==> src/verilog/sync_serial_pkg.sv <==
// constants, types and helpers of the serial port control block
// Behaviour
// - writing the buffer during a transfer sets the write collision flag, sticky
// - SPI slave: byte arriving while buffer unread sets overflow, new byte lost
// - SPI master never sets overflow; transfers start on buffer write
// - I2C: byte received while buffer full sets overflow, sticky
// - SPI: enable bit hands clock, data out, data in, select pins to port
// - enable bit clear returns pins to general-purpose I/O
// - I2C: enable bit hands SDA and SCL pins to port
// - I2C slave: clock control 1 releases SCL, 0 holds it low
// - mode codes 0100/0101 are SPI slave; 0101 frees the select pin
package sync_serial_pkg;
  // register byte offsets
  localparam logic [7:0] OFS_CTRL = 8'h00;
  localparam logic [7:0] OFS_BUF  = 8'h04;
  localparam logic [7:0] OFS_STAT = 8'h08;
  localparam logic [7:0] OFS_MASK = 8'h0C;
  // control fields
  localparam int WRITE_COLLISION_FLAG_BIT = 7;
  localparam int OVF_BIT  = 6;
  localparam int EN_BIT   = 5;
  localparam int CKP_BIT  = 4;
  localparam logic [3:0] CTRL_RESET = 4'h0;
  localparam logic [3:0] MODE_RESET = 4'h0;
  localparam logic [7:0] BUF_RESET  = 8'h00;
  // mode codes
  localparam logic [3:0] MODE_SPI_SLAVE      = 4'h4;
  localparam logic [3:0] MODE_SPI_SLAVE_NOSS = 4'h5;
  localparam logic [3:0] MODE_SPI_MASTER_ALT = 4'hA;
  // interrupt status bits
  localparam int IRQ_DONE = 0;
  localparam int IRQ_WRITE_COLLISION_FLAG = 1;
  localparam int IRQ_OVF  = 2;
  localparam logic [2:0] IRQ_RESET = 3'h0;
  // bus responses
  localparam logic [1:0] RESP_OKAY   = 2'h0;
  localparam logic [1:0] RESP_SLVERR = 2'h2;
  // master clock half period in system cycles
  localparam int SCK_HALF_CYCLES = 4;
  typedef struct packed {
    logic ss;
    logic sdo;
    logic sdi;
    logic sck;
  } pins_type;
  typedef enum {PROTO_SPI_MASTER, PROTO_SPI_SLAVE, PROTO_I2C} proto_type;
  function automatic proto_type decode_proto(input logic [3:0] mode);
    if (mode <= 4'h3 || mode == MODE_SPI_MASTER_ALT)
      decode_proto = PROTO_SPI_MASTER;
    else if (mode == MODE_SPI_SLAVE || mode == MODE_SPI_SLAVE_NOSS)
      decode_proto = PROTO_SPI_SLAVE;
    else
      decode_proto = PROTO_I2C;
  endfunction : decode_proto
endpackage : sync_serial_pkg

==> src/verilog/sync_serial_port_control.sv <==
// serial port control: flags, pin takeover, clock hold, shift engine, bus slave
`timescale 1ns/10ps
`default_nettype none
module sync_serial_port_control
  import sync_serial_pkg::*;
#(
  parameter int SCK_HALF = SCK_HALF_CYCLES
)(
  // clock and reset
  input  wire logic        clock,
  input  wire logic        rst,
  // axi4-lite slave
  input  wire logic        s_axi_awvalid,
  output logic             s_axi_awready,
  input  wire logic [31:0] s_axi_awaddr,
  input  wire logic        s_axi_wvalid,
  output logic             s_axi_wready,
  input  wire logic [31:0] s_axi_wdata,
  input  wire logic [3:0]  s_axi_wstrb,
  output logic             s_axi_bvalid,
  input  wire logic        s_axi_bready,
  output logic [1:0]       s_axi_bresp,
  input  wire logic        s_axi_arvalid,
  output logic             s_axi_arready,
  input  wire logic [31:0] s_axi_araddr,
  output logic             s_axi_rvalid,
  input  wire logic        s_axi_rready,
  output logic [31:0]      s_axi_rdata,
  output logic [1:0]       s_axi_rresp,
  // general-purpose side of the pins
  input  wire pins_type    gpio_out,
  input  wire pins_type    gpio_oe_n,
  // pins
  input  wire pins_type    pin_in,
  output pins_type         pin_out,
  output pins_type         pin_oe_n,
  // interrupt
  output logic             irq
);
  if (SCK_HALF < 1 || SCK_HALF > 255)
  begin : g_chk
    $error("SCK_HALF out of range");
  end

  ////////////////////////////////////////////////////////////////////////////
  // signals
  logic            en_q, ckp_q;
  logic [3:0]      mode_q;
  logic            write_collision_flag_q, ovf_q, full_q, busy_q, sck_q;
  logic [7:0]      buf_q, shift_q, rx_q;
  logic [2:0]      cnt_q, stat_q, mask_q;
  logic [7:0]      div_q;
  pins_type        meta_q, sync_q, prev_q;
  logic            aw_hold_q, w_hold_q, bvalid_q, rvalid_q;
  logic [7:0]      awaddr_q, wdata_q;
  logic            wstrb0_q;
  logic [1:0]      bresp_q, rresp_q;
  logic [31:0]     rdata_q;
  proto_type       proto;
  logic            do_write, wr_ctrl, wr_buf, wr_stat, wr_mask, rd_take, rd_buf;
  logic            ss_act, lead, trail, byte_done, ovf_set, write_collision_flag_set;
  logic            map_w, map_r;

  assign proto    = decode_proto(mode_q);
  assign do_write = aw_hold_q && w_hold_q && !bvalid_q;
  assign map_w    = awaddr_q == OFS_CTRL || awaddr_q == OFS_BUF ||
                    awaddr_q == OFS_STAT || awaddr_q == OFS_MASK;
  assign wr_ctrl  = do_write && wstrb0_q && awaddr_q == OFS_CTRL;
  assign wr_buf   = do_write && wstrb0_q && awaddr_q == OFS_BUF;
  assign wr_stat  = do_write && wstrb0_q && awaddr_q == OFS_STAT;
  assign wr_mask  = do_write && wstrb0_q && awaddr_q == OFS_MASK;
  assign rd_take  = s_axi_arvalid && !rvalid_q;
  assign map_r    = s_axi_araddr[7:0] == OFS_CTRL || s_axi_araddr[7:0] == OFS_BUF ||
                    s_axi_araddr[7:0] == OFS_STAT || s_axi_araddr[7:0] == OFS_MASK;
  assign rd_buf   = rd_take && s_axi_araddr[7:0] == OFS_BUF;

  ////////////////////////////////////////////////////////////////////////////
  // pin synchronisers
  always_ff @(posedge clock)
  begin
    if (rst)
    begin
      meta_q <= '0;
      sync_q <= '0;
      prev_q <= '0;
    end
    else
    begin
      meta_q <= pin_in;
      sync_q <= meta_q;
      prev_q <= sync_q;
    end
  end

  // select is active low; the no-select slave mode treats it as always on
  assign ss_act = (mode_q == MODE_SPI_SLAVE_NOSS) || !sync_q.ss;
  // slave edges seen on the sampled clock pin
  assign lead  = (proto == PROTO_SPI_SLAVE) && ss_act &&
                 sync_q.sck != prev_q.sck && sync_q.sck != ckp_q;
  assign trail = (proto == PROTO_SPI_SLAVE) && ss_act &&
                 sync_q.sck != prev_q.sck && sync_q.sck == ckp_q;

  ////////////////////////////////////////////////////////////////////////////
  // shift engine
  logic m_tick, m_lead, m_trail, i_rise, i_start;
  assign m_tick  = (proto == PROTO_SPI_MASTER) && busy_q && div_q == 8'(SCK_HALF - 1);
  assign m_lead  = m_tick && sck_q == ckp_q;
  assign m_trail = m_tick && sck_q != ckp_q;
  assign i_rise  = (proto == PROTO_I2C) && sync_q.sck && !prev_q.sck;
  assign i_start = (proto == PROTO_I2C) && sync_q.sck && prev_q.sck &&
                   !sync_q.sdi && prev_q.sdi;
  assign byte_done = en_q && cnt_q == 3'h7 &&
                     (m_trail || trail || (i_rise && !i_start));
  assign write_collision_flag_set  = wr_buf && busy_q;

  always_ff @(posedge clock)
  begin
    if (rst || !en_q)
    begin
      busy_q  <= 1'b0;
      cnt_q   <= 3'h0;
      div_q   <= 8'h00;
      sck_q   <= 1'b0;
      shift_q <= BUF_RESET;
      rx_q    <= BUF_RESET;
    end
    else
    begin
      if (!busy_q)
        sck_q <= ckp_q;
      // master starts only on a buffer write
      if (wr_buf && !busy_q)
      begin
        shift_q <= wdata_q;
        busy_q  <= (proto == PROTO_SPI_MASTER);
        div_q   <= 8'h00;
      end
      if (proto == PROTO_SPI_MASTER && busy_q)
        div_q <= m_tick ? 8'h00 : div_q + 8'h01;
      if (m_tick)
        sck_q <= !sck_q;
      if (proto == PROTO_SPI_SLAVE && !ss_act)
        cnt_q <= 3'h0;
      if (m_lead || lead)
      begin
        rx_q   <= {rx_q[6:0], sync_q.sdi};
        busy_q <= 1'b1;
      end
      if (m_trail || trail)
      begin
        shift_q <= {shift_q[6:0], 1'b0};
        cnt_q   <= cnt_q + 3'h1;
        if (cnt_q == 3'h7)
          busy_q <= 1'b0;
      end
      if (i_start)
        cnt_q <= 3'h0;
      else if (i_rise)
      begin
        rx_q  <= {rx_q[6:0], sync_q.sdi};
        cnt_q <= cnt_q + 3'h1;
      end
    end
  end

  ////////////////////////////////////////////////////////////////////////////
  // receive buffer and overflow
  logic [7:0] rx_byte;
  assign rx_byte = (proto == PROTO_I2C) ? {rx_q[6:0], sync_q.sdi} : rx_q;
  assign ovf_set = byte_done && full_q && (proto != PROTO_SPI_MASTER);

  always_ff @(posedge clock)
  begin
    if (rst)
    begin
      buf_q  <= BUF_RESET;
      full_q <= 1'b0;
    end
    else if (byte_done && !ovf_set)
    begin
      buf_q  <= rx_byte;
      full_q <= 1'b1;
    end
    else if (rd_buf)
      full_q <= 1'b0;
  end

  ////////////////////////////////////////////////////////////////////////////
  // control register and flags
  always_ff @(posedge clock)
  begin
    if (rst)
    begin
      en_q   <= 1'b0;
      ckp_q  <= 1'b0;
      mode_q <= MODE_RESET;
    end
    else if (wr_ctrl)
    begin
      en_q   <= wdata_q[EN_BIT];
      ckp_q  <= wdata_q[CKP_BIT];
      mode_q <= wdata_q[3:0];
    end
  end

  always_ff @(posedge clock)
  begin
    if (rst)
    begin
      write_collision_flag_q <= 1'b0;
      ovf_q  <= 1'b0;
    end
    else
    begin
      if (write_collision_flag_set)
        write_collision_flag_q <= 1'b1;
      else if (wr_ctrl && !wdata_q[WRITE_COLLISION_FLAG_BIT])
        write_collision_flag_q <= 1'b0;
      if (ovf_set)
        ovf_q <= 1'b1;
      else if (wr_ctrl && !wdata_q[OVF_BIT])
        ovf_q <= 1'b0;
    end
  end

  // interrupt status, write one to clear, set wins
  always_ff @(posedge clock)
  begin
    if (rst)
    begin
      stat_q <= IRQ_RESET;
      mask_q <= IRQ_RESET;
    end
    else
    begin
      stat_q <= (stat_q & ~({3{wr_stat}} & wdata_q[2:0])) |
                {ovf_set, write_collision_flag_set, byte_done};
      if (wr_mask)
        mask_q <= wdata_q[2:0];
    end
  end
  assign irq = |(stat_q & mask_q);

  ////////////////////////////////////////////////////////////////////////////
  // pin takeover
  always_comb
  begin
    pin_out  = gpio_out;
    pin_oe_n = gpio_oe_n;
    if (en_q && proto == PROTO_I2C)
    begin
      pin_out.sck  = 1'b0;
      pin_out.sdi  = 1'b0;
      pin_oe_n.sck = ckp_q;
      pin_oe_n.sdi = 1'b1;
    end
    else if (en_q)
    begin
      // directions stay with software
      pin_out.sck = sck_q;
      pin_out.sdo = shift_q[7];
      pin_out.sdi = 1'b0;
      if (mode_q != MODE_SPI_SLAVE_NOSS)
        pin_out.ss = 1'b0;
    end
  end

  ////////////////////////////////////////////////////////////////////////////
  // axi4-lite slave
  assign s_axi_awready = !aw_hold_q && !bvalid_q;
  assign s_axi_wready  = !w_hold_q && !bvalid_q;
  assign s_axi_bvalid  = bvalid_q;
  assign s_axi_bresp   = bresp_q;
  assign s_axi_arready = !rvalid_q;
  assign s_axi_rvalid  = rvalid_q;
  assign s_axi_rdata   = rdata_q;
  assign s_axi_rresp   = rresp_q;

  always_ff @(posedge clock)
  begin
    if (rst)
    begin
      aw_hold_q <= 1'b0;
      w_hold_q  <= 1'b0;
      awaddr_q  <= 8'h00;
      wdata_q   <= 8'h00;
      wstrb0_q  <= 1'b0;
      bvalid_q  <= 1'b0;
      bresp_q   <= RESP_OKAY;
    end
    else
    begin
      if (s_axi_awvalid && s_axi_awready)
      begin
        aw_hold_q <= 1'b1;
        awaddr_q  <= s_axi_awaddr[7:0];
      end
      if (s_axi_wvalid && s_axi_wready)
      begin
        w_hold_q <= 1'b1;
        wdata_q  <= s_axi_wdata[7:0];
        wstrb0_q <= s_axi_wstrb[0];
      end
      if (do_write)
      begin
        aw_hold_q <= 1'b0;
        w_hold_q  <= 1'b0;
        bvalid_q  <= 1'b1;
        bresp_q   <= map_w ? RESP_OKAY : RESP_SLVERR;
      end
      else if (bvalid_q && s_axi_bready)
        bvalid_q <= 1'b0;
    end
  end

  always_ff @(posedge clock)
  begin
    if (rst)
    begin
      rvalid_q <= 1'b0;
      rdata_q  <= 32'h0000_0000;
      rresp_q  <= RESP_OKAY;
    end
    else if (rd_take)
    begin
      rvalid_q <= 1'b1;
      rresp_q  <= map_r ? RESP_OKAY : RESP_SLVERR;
      if (s_axi_araddr[7:0] == OFS_CTRL)
        rdata_q <= {24'h0, write_collision_flag_q, ovf_q, en_q, ckp_q, mode_q};
      else if (s_axi_araddr[7:0] == OFS_BUF)
        rdata_q <= {24'h0, buf_q};
      else if (s_axi_araddr[7:0] == OFS_STAT)
        rdata_q <= {29'h0, stat_q};
      else if (s_axi_araddr[7:0] == OFS_MASK)
        rdata_q <= {29'h0, mask_q};
      else
        rdata_q <= 32'h0000_0000;
    end
    else if (rvalid_q && s_axi_rready)
      rvalid_q <= 1'b0;
  end
endmodule : sync_serial_port_control
`default_nettype wire

==> config.mk <==
export PLATFORM = sky130hd
export DESIGN_NAME = sync_serial_port_control
export DESIGN_NICKNAME = d
export VERILOG_FILES = /design/src/verilog/sync_serial_pkg.sv /design/src/verilog/sync_serial_port_control.sv
export SDC_FILE = /design/constraint.sdc
export NUM_CORES = 1
export LEC_CHECK = 0
export BUFFER_PORTS_ARGS = -buffer_cell sky130_fd_sc_hd__buf_4
export CORE_MARGIN = 3
export CORE_UTILIZATION = 40
export DETAILED_ROUTE_END_ITERATION = 6
export PLACE_DENSITY = 0.71
export SYNTH_ARGS = -nofsm -noshare
export SYNTH_HDL_FRONTEND = slang
export SYNTH_SLANG_ARGS = --single-unit
==> constraint.sdc <==
create_clock -name clock -period 2.53 [get_ports clock]
set_clock_uncertainty 0.05 [all_clocks]
set_input_delay 0.1265 -clock clock [delete_from_list [all_inputs] [get_ports clock]]
set_output_delay 0.1265 -clock clock [all_outputs]
set_load 0.005 [all_outputs]
== Word level (Yosys, flattened, before mapping) ==
Index checks and enable logic that the tools add are counted.

* Bits of input ports: 119
* Register bits: 117
* Output and inout port bits: 50

* $lt $le $gt $ge: 1
* Bitwise gates (word level): 5
* Equal/unequal tests: 20
* Reduce and logical (&&, ||, !) cells: 84
* Add/subtract/negate cells: 2
* Muxes and demuxes: 41

{| class="wikitable"
|+ Operators with widths
! operator !! count
|-
| 8-bit 2-to-1 mux || 11
|-
| 1-bit logical AND || 40
|-
| 32-bit by 2-bit equality test with 1-bit output, second input constant || 1
|-
| 32-bit by 3-bit equality test with 1-bit output, second input constant || 1
|-
| 8-bit by 4-bit equality test with 1-bit output, second input constant || 4
|-
| 32-bit logical NOT || 1
|-
| 32-bit nonzero test || 1
|-
| 1-bit 2-to-1 mux || 17
|-
| 8-bit by 3-bit equality test with 1-bit output, second input constant || 2
|-
| 8-bit logical NOT || 2
|-
| 1-bit logical NOT || 15
|-
| 3-bit 2-to-1 mux || 5
|-
| 2-bit 2-to-1 mux || 7
|-
| 2-bit nonzero test || 7
|-
| 1-bit logical OR || 13
|-
| 3-bit AND || 3
|-
| 8-bit by 1-bit adder with 8-bit output, second input constant || 1
|-
| 4-bit by 3-bit equality test with 1-bit output, second input constant || 2
|-
| 8-bit by 2-bit equality test with 1-bit output, second input constant || 1
|-
| 2-bit OR reduction || 3
|-
| 4-bit equality test, second input constant || 1
|-
| 4-bit by 2-bit <= comparator with 1-bit output, second input constant || 1
|-
| 4-bit 2-to-1 mux || 1
|-
| 4-bit by 3-bit != test with 1-bit output, second input constant || 1
|-
| 9 further kinds || 12
|}

== Longest topological paths before layout ==
* Depth after elaboration: 18
* Mapped depth: 8
* Gate-level depth less buffers: 7

== Worst setup path after synthesis ==
No wires, ideal clock.

* Path type: reg-to-reg
* From: register div_q[0]
* To: register buf_q[7]
* Stages on the path, launching flop included: 9
* Path slack: 572 ps
* Required time: 2347 ps
* Period minus slack after synthesis: 1958 ps
* Arrival time: 1775 ps
* Cell sequence: dfxtp_1 -> ha_1 -> nor4b_2 -> nand2_2 -> nor4b_4 -> a21oi_2 -> buf_2 -> a221oi_2 -> a311oi_1

* Cells in the longest elaborated chain, start to end: 10

{| class="wikitable"
|+ Ends and longest elaborated chain
! what !! RTL line !! source
|-
| from (decl) || sync_serial_port_control.sv:52 || <nowiki>logic [7:0] div_q;</nowiki>
|-
| from (signal assigned) || sync_serial_port_control.sv:139 || <nowiki>div_q <= m_tick ? 8'h00 : div_q + 8'h01;</nowiki>
|-
| 8-bit by 2-bit equality test with 1-bit output (*) || sync_serial_port_control.sv:106 || <nowiki>assign m_tick = (proto == PROTO_SPI_MASTER) && busy_q && div_q == 8'(SCK_HALF - 1);</nowiki>
|-
| 1-bit logical AND (*) || sync_serial_port_control.sv:106 ||
|-
| 1-bit logical AND (*) || sync_serial_port_control.sv:108 || <nowiki>assign m_trail = m_tick && sck_q != ckp_q;</nowiki>
|-
| 1-bit logical OR (*) (2 in a row) || sync_serial_port_control.sv:113 || <nowiki>(m_trail || trail || (i_rise && !i_start));</nowiki>
|-
| 1-bit logical AND (*) || sync_serial_port_control.sv:112 || <nowiki>assign byte_done = en_q && cnt_q == 3'h7 &&</nowiki>
|-
| 1-bit logical AND (2 in a row) || sync_serial_port_control.sv:170 || <nowiki>assign ovf_set = byte_done && full_q && (proto != PROTO_SPI_MASTER);</nowiki>
|-
| 1-bit logical NOT || sync_serial_port_control.sv:179 || <nowiki>else if (byte_done && !ovf_set)</nowiki>
|-
| 1-bit logical AND (*) || sync_serial_port_control.sv:179 ||
|-
| to (signal assigned) || sync_serial_port_control.sv:181 || <nowiki>buf_q <= rx_byte;</nowiki>
|-
| to (decl) || sync_serial_port_control.sv:50 || <nowiki>logic [7:0] buf_q, shift_q, rx_q;</nowiki>
|}

Every way passes the cells marked *; elsewhere a longest branch is shown, timed or not.
A chain may end at the register's enable or synchronous reset.

==> run_results.csv <==
group,metric,value,unit
setup_path,worstSetupPathType,"reg2out",
clock_tree,cts.clk_slew.worst_paths,0.10,ns
timing,clock.fmax,442,MHz
synth,ys_seq_area_frac,0.416,
timing,rsz0062_at_grt,"false",
pwr,p_leak,2.07,nW
synth,ys_warn_count,0,
timing,drv_slew,0,
run_status,status,"complete, no violations",
clock_tree,cts_tree,"yes",
clock_tree,cts-root-buf,"clkbuf_8",
grt,grt_first_pass_wirelength,16300,microns
synth,synth.avg_cell_area,8.92,sq um
timing,holdWs,0.0204,ns
setup_path,reg2reg_depth,7,
setup_path,worstPathRequired,2.35,ns
synth,synth_cells,491,
clock_tree,cts_setup_buffers,0,
clock_tree,cts_made_buffers,9,
pwr,p_per_area,505,nW/um^2
timing,worst_slack,0.268,ns
floorplanning,start_util,0.419,
timing,tns,0,ns
synth,synth_flop_cell,"dfxtp_1",
place,hpwl,6990,microns
job,drv_cap,0,
place,place.gp.congestion,0.836,
detailed_routing,antenna_left,0,
setup_path,rrSetupSlack,0.29,ns
pwr,ir_worst_vdd,0.249,mV
floorplanning,die_w,111,microns
finish,diodes,0,
finish,multiInputGateArea,2260,sq um
place,io_buffers,62,
detailed_routing,route.detailed.wl_per_inst,13.5,microns
detailed_routing,drc,0,
grt,antenna_found_initial,0,
synth,synth_edf_count,0,
grt,grt_pass1_vias,3441,
grt,grt_max_degree,62,
floorplanning,num_rows,37,
hold_path,worstHoldStart,"s_axi_arvalid",
floorplanning,fp.dieH,111,microns
setup_path,cp-end-kind,"output pin",
detailed_routing,routed_wl,9620,microns
finish,num-nets-final,692,
clock_tree,clk_path_buf_depth,2,
setup_path,arrival,2.09,ns
detailed_routing,vias_per_cell,5.18,
grt,track_usage,0.158,
detailed_routing,first_pass_iters,5,
finish,area_growth,20.7,%
timing,slew_headroom,0.545,
timing,finalCriticalPeriod,2.26,ns
timing,hold_viol,0,
floorplanning,boundaryPins,169,
finish,drive_gt1_frac,0.212,
hold_path,holdPathEnd,"s_axi_rresp[1]",
floorplanning,core-area,10500,sq um
pwr,power,0.00267,W
hold_path,min_path_type,"in2reg",
grt,grt_overflow,0,
floorplanning,die_area,12200,sq um
setup_path,rr_endpoint,"buf_q[1]",
clock_tree,cts_htree_levels,3,
setup_path,start_kind,"flip-flop",
timing,setup_viol,0,
synth,ys_types,58,
timing,fin_crit_sh,0.894,
timing,worstMarginPinSlew,0.677,ns
synth,syn_area,4380,sq um
detailed_routing,vias,3681,
finish,regArea,1820,sq um
synth,ys_async_sr_fraction,0,
synth,synth_seq_cells,91,
hold_path,whs_path_depth,3,
detailed_routing,initialDrtViolationCount,171,
setup_path,worstPathMaxFanout,21,
place,dp_slack,0.254,ns
clock_tree,insertion_delay,0.36,ns
finish,n_fill_cell,958,
clock_tree,cts.sinks,91,
setup_path,r2r-start,"div_q[0]",
## where the power goes
| part | switching [W] | internal [W] |
|---|---|---|
| Clock | 0.000505 | 0.000443 |
| Sequential | 0.0000294 | 0.00146 |
| Combinational | 0.000105 | 0.000123 |
| Total | 0.000639 | 0.00203 |
## kinds of logic (layout without fill, tap and decap cells)
group | count (synthesis) | after routing | synth area share
adder cells (fa/ha/maj) | 3 | 3 | 0.00857
buffers and inverters | 70 | 129 | 0.0897
other | 1 | 26 | 0.000856
multiplexers | 35 | 35 | 0.0906
XOR/XNOR | 1 | 1 | 0.00200
AO/OA/AOI/OAI | 102 | 102 | 0.164
flip-flops | 91 | 91 | 0.416
AND/OR/NAND/NOR | 188 | 188 | 0.229
## sequential cells by signal, summed over array words and instances, names as in the netlist, 4 cells and up
register / cells
awaddr_q: 8
s_axi_rdata: 8
buf_q: 8
shift_q: 8
mode_q: 4
wdata_q: 8
rx_q: 8
div_q: 8
## per-layer routing
| metal | global-route usage | wire length [microns] | vias to the layer above |
|---|---|---|---|
| met5 | 0 | 0 | - |
| met4 | 0.0567 | 108 | 0 |
| met3 | 0.0323 | 472 | 5 |
| met2 | 0.259 | 4600 | 100 |
| met1 | 0.207 | 4440 | 1737 |
| li1 | - | - | 1839 |
## critical path, stage by stage, from the launching register on
cell	delay, ns
dfxtp_1	0.38
nand2b_1	0.21
a22oi_1	0.22
buf_4	0.28
nand2b_1	0.17
mux2_2	0.34
buf_4	0.13
## layout by cell type (no fill, tap or decap), types with 3 or more instances in the layout
| cell type | count |
|---|---|
| mux2i_1 | 25 |
| conb_1 | 26 |
| dfxtp_1 | 90 |
| nand3_1 | 6 |
| nor3b_1 | 5 |
| ha_1 | 3 |
| a311oi_1 | 9 |
| a21oi_1 | 38 |
| nor2b_1 | 20 |
| a211oi_2 | 7 |
| a31oi_1 | 3 |
| and3_1 | 3 |
| clkbuf_8 | 12 |
| a221oi_1 | 8 |
| mux4_2 | 3 |
| nand2_1 | 51 |
| dlygate4sd3_1 | 22 |
| nand2b_1 | 9 |
| nand4b_1 | 6 |
| inv_1 | 18 |
| nor2_1 | 57 |
| mux2_2 | 7 |
| a22oi_1 | 9 |
| buf_4 | 73 |
| a211oi_1 | 4 |
| nor3_1 | 9 |
| o21ai_0 | 10 |
## worst max-delay path by stage
stage | startpoint | end | slack (ns) | depth (start not counted)
final | mode_q[0] | pin_oe_n[0] | 0.27 | 6
after global routing | cnt_q[0] | buf_q[1] | 0.07 | 7
after CTS | ckp_q | buf_q[0] | 0.22 | 5
after detailed placement | ckp_q | buf_q[1] | 0.25 | 5
after global placement | ckp_q | buf_q[1] | 0.28 | 5
after floorplan | div_q[0] | buf_q[7] | 0.57 | 8
## synth_stat cells (all sizes together), types with 2 or more instances
master	instances	area, sq um
nand2	52	198
nor3	12	87.6
buf	38	273
a21boi	2	15.0
nand4b	6	52.6
and2	2	12.5
ha	3	37.5
a221oi	9	85.1
clkbuf	14	52.6
a21oi	39	199
and3b	2	18.8
nor4b	2	38.8
nor4	3	25.0
nor3b	5	37.5
nand3	6	30.0
a22oi	9	67.6
inv	18	67.6
and3	3	18.8
mux2i	25	250
a211oi	11	118
a31oi	3	18.8
mux2	7	78.8
nor2	59	226
or3	2	12.5
dfxtp	91	1820
a311oi	9	78.8
o21ai	10	50.1
nand4	2	12.5
mux4	3	67.6
nand2b	9	56.3
nor2b	20	125
## final cells by class
cell class / count / area share
multi-input cells: 355 / 0.427
well taps: 136 / 0.0322
inverters: 18 / 0.0128
clock buffers: 12 / 0.0312
clock inverters: 4 / 0.00616
flip-flops and latches: 91 / 0.345
repair buffers: 95 / 0.145
## stage by stage
| stage | instance area (sq um) | std cells | utilization |
|---|---|---|---|
| floorplan | 4470 | 516 | - |
| global route | 5290 | 711 | 0.505 |
| global placement | 4870 | 673 | 0.465 |
| detailed placement | 4870 | 673 | 0.465 |
| CTS | 5280 | 711 | 0.505 |
| finish | 5290 | 711 | 0.505 |
## what timing repair did
item	4_1_cts	5_1_grt
resized for setup	0	1
hold endpoints to repair	21	0
hold buffers	22	0
endpoints found under the setup margin	0	3
Note: power is estimated with default switching activity, not from simulation.
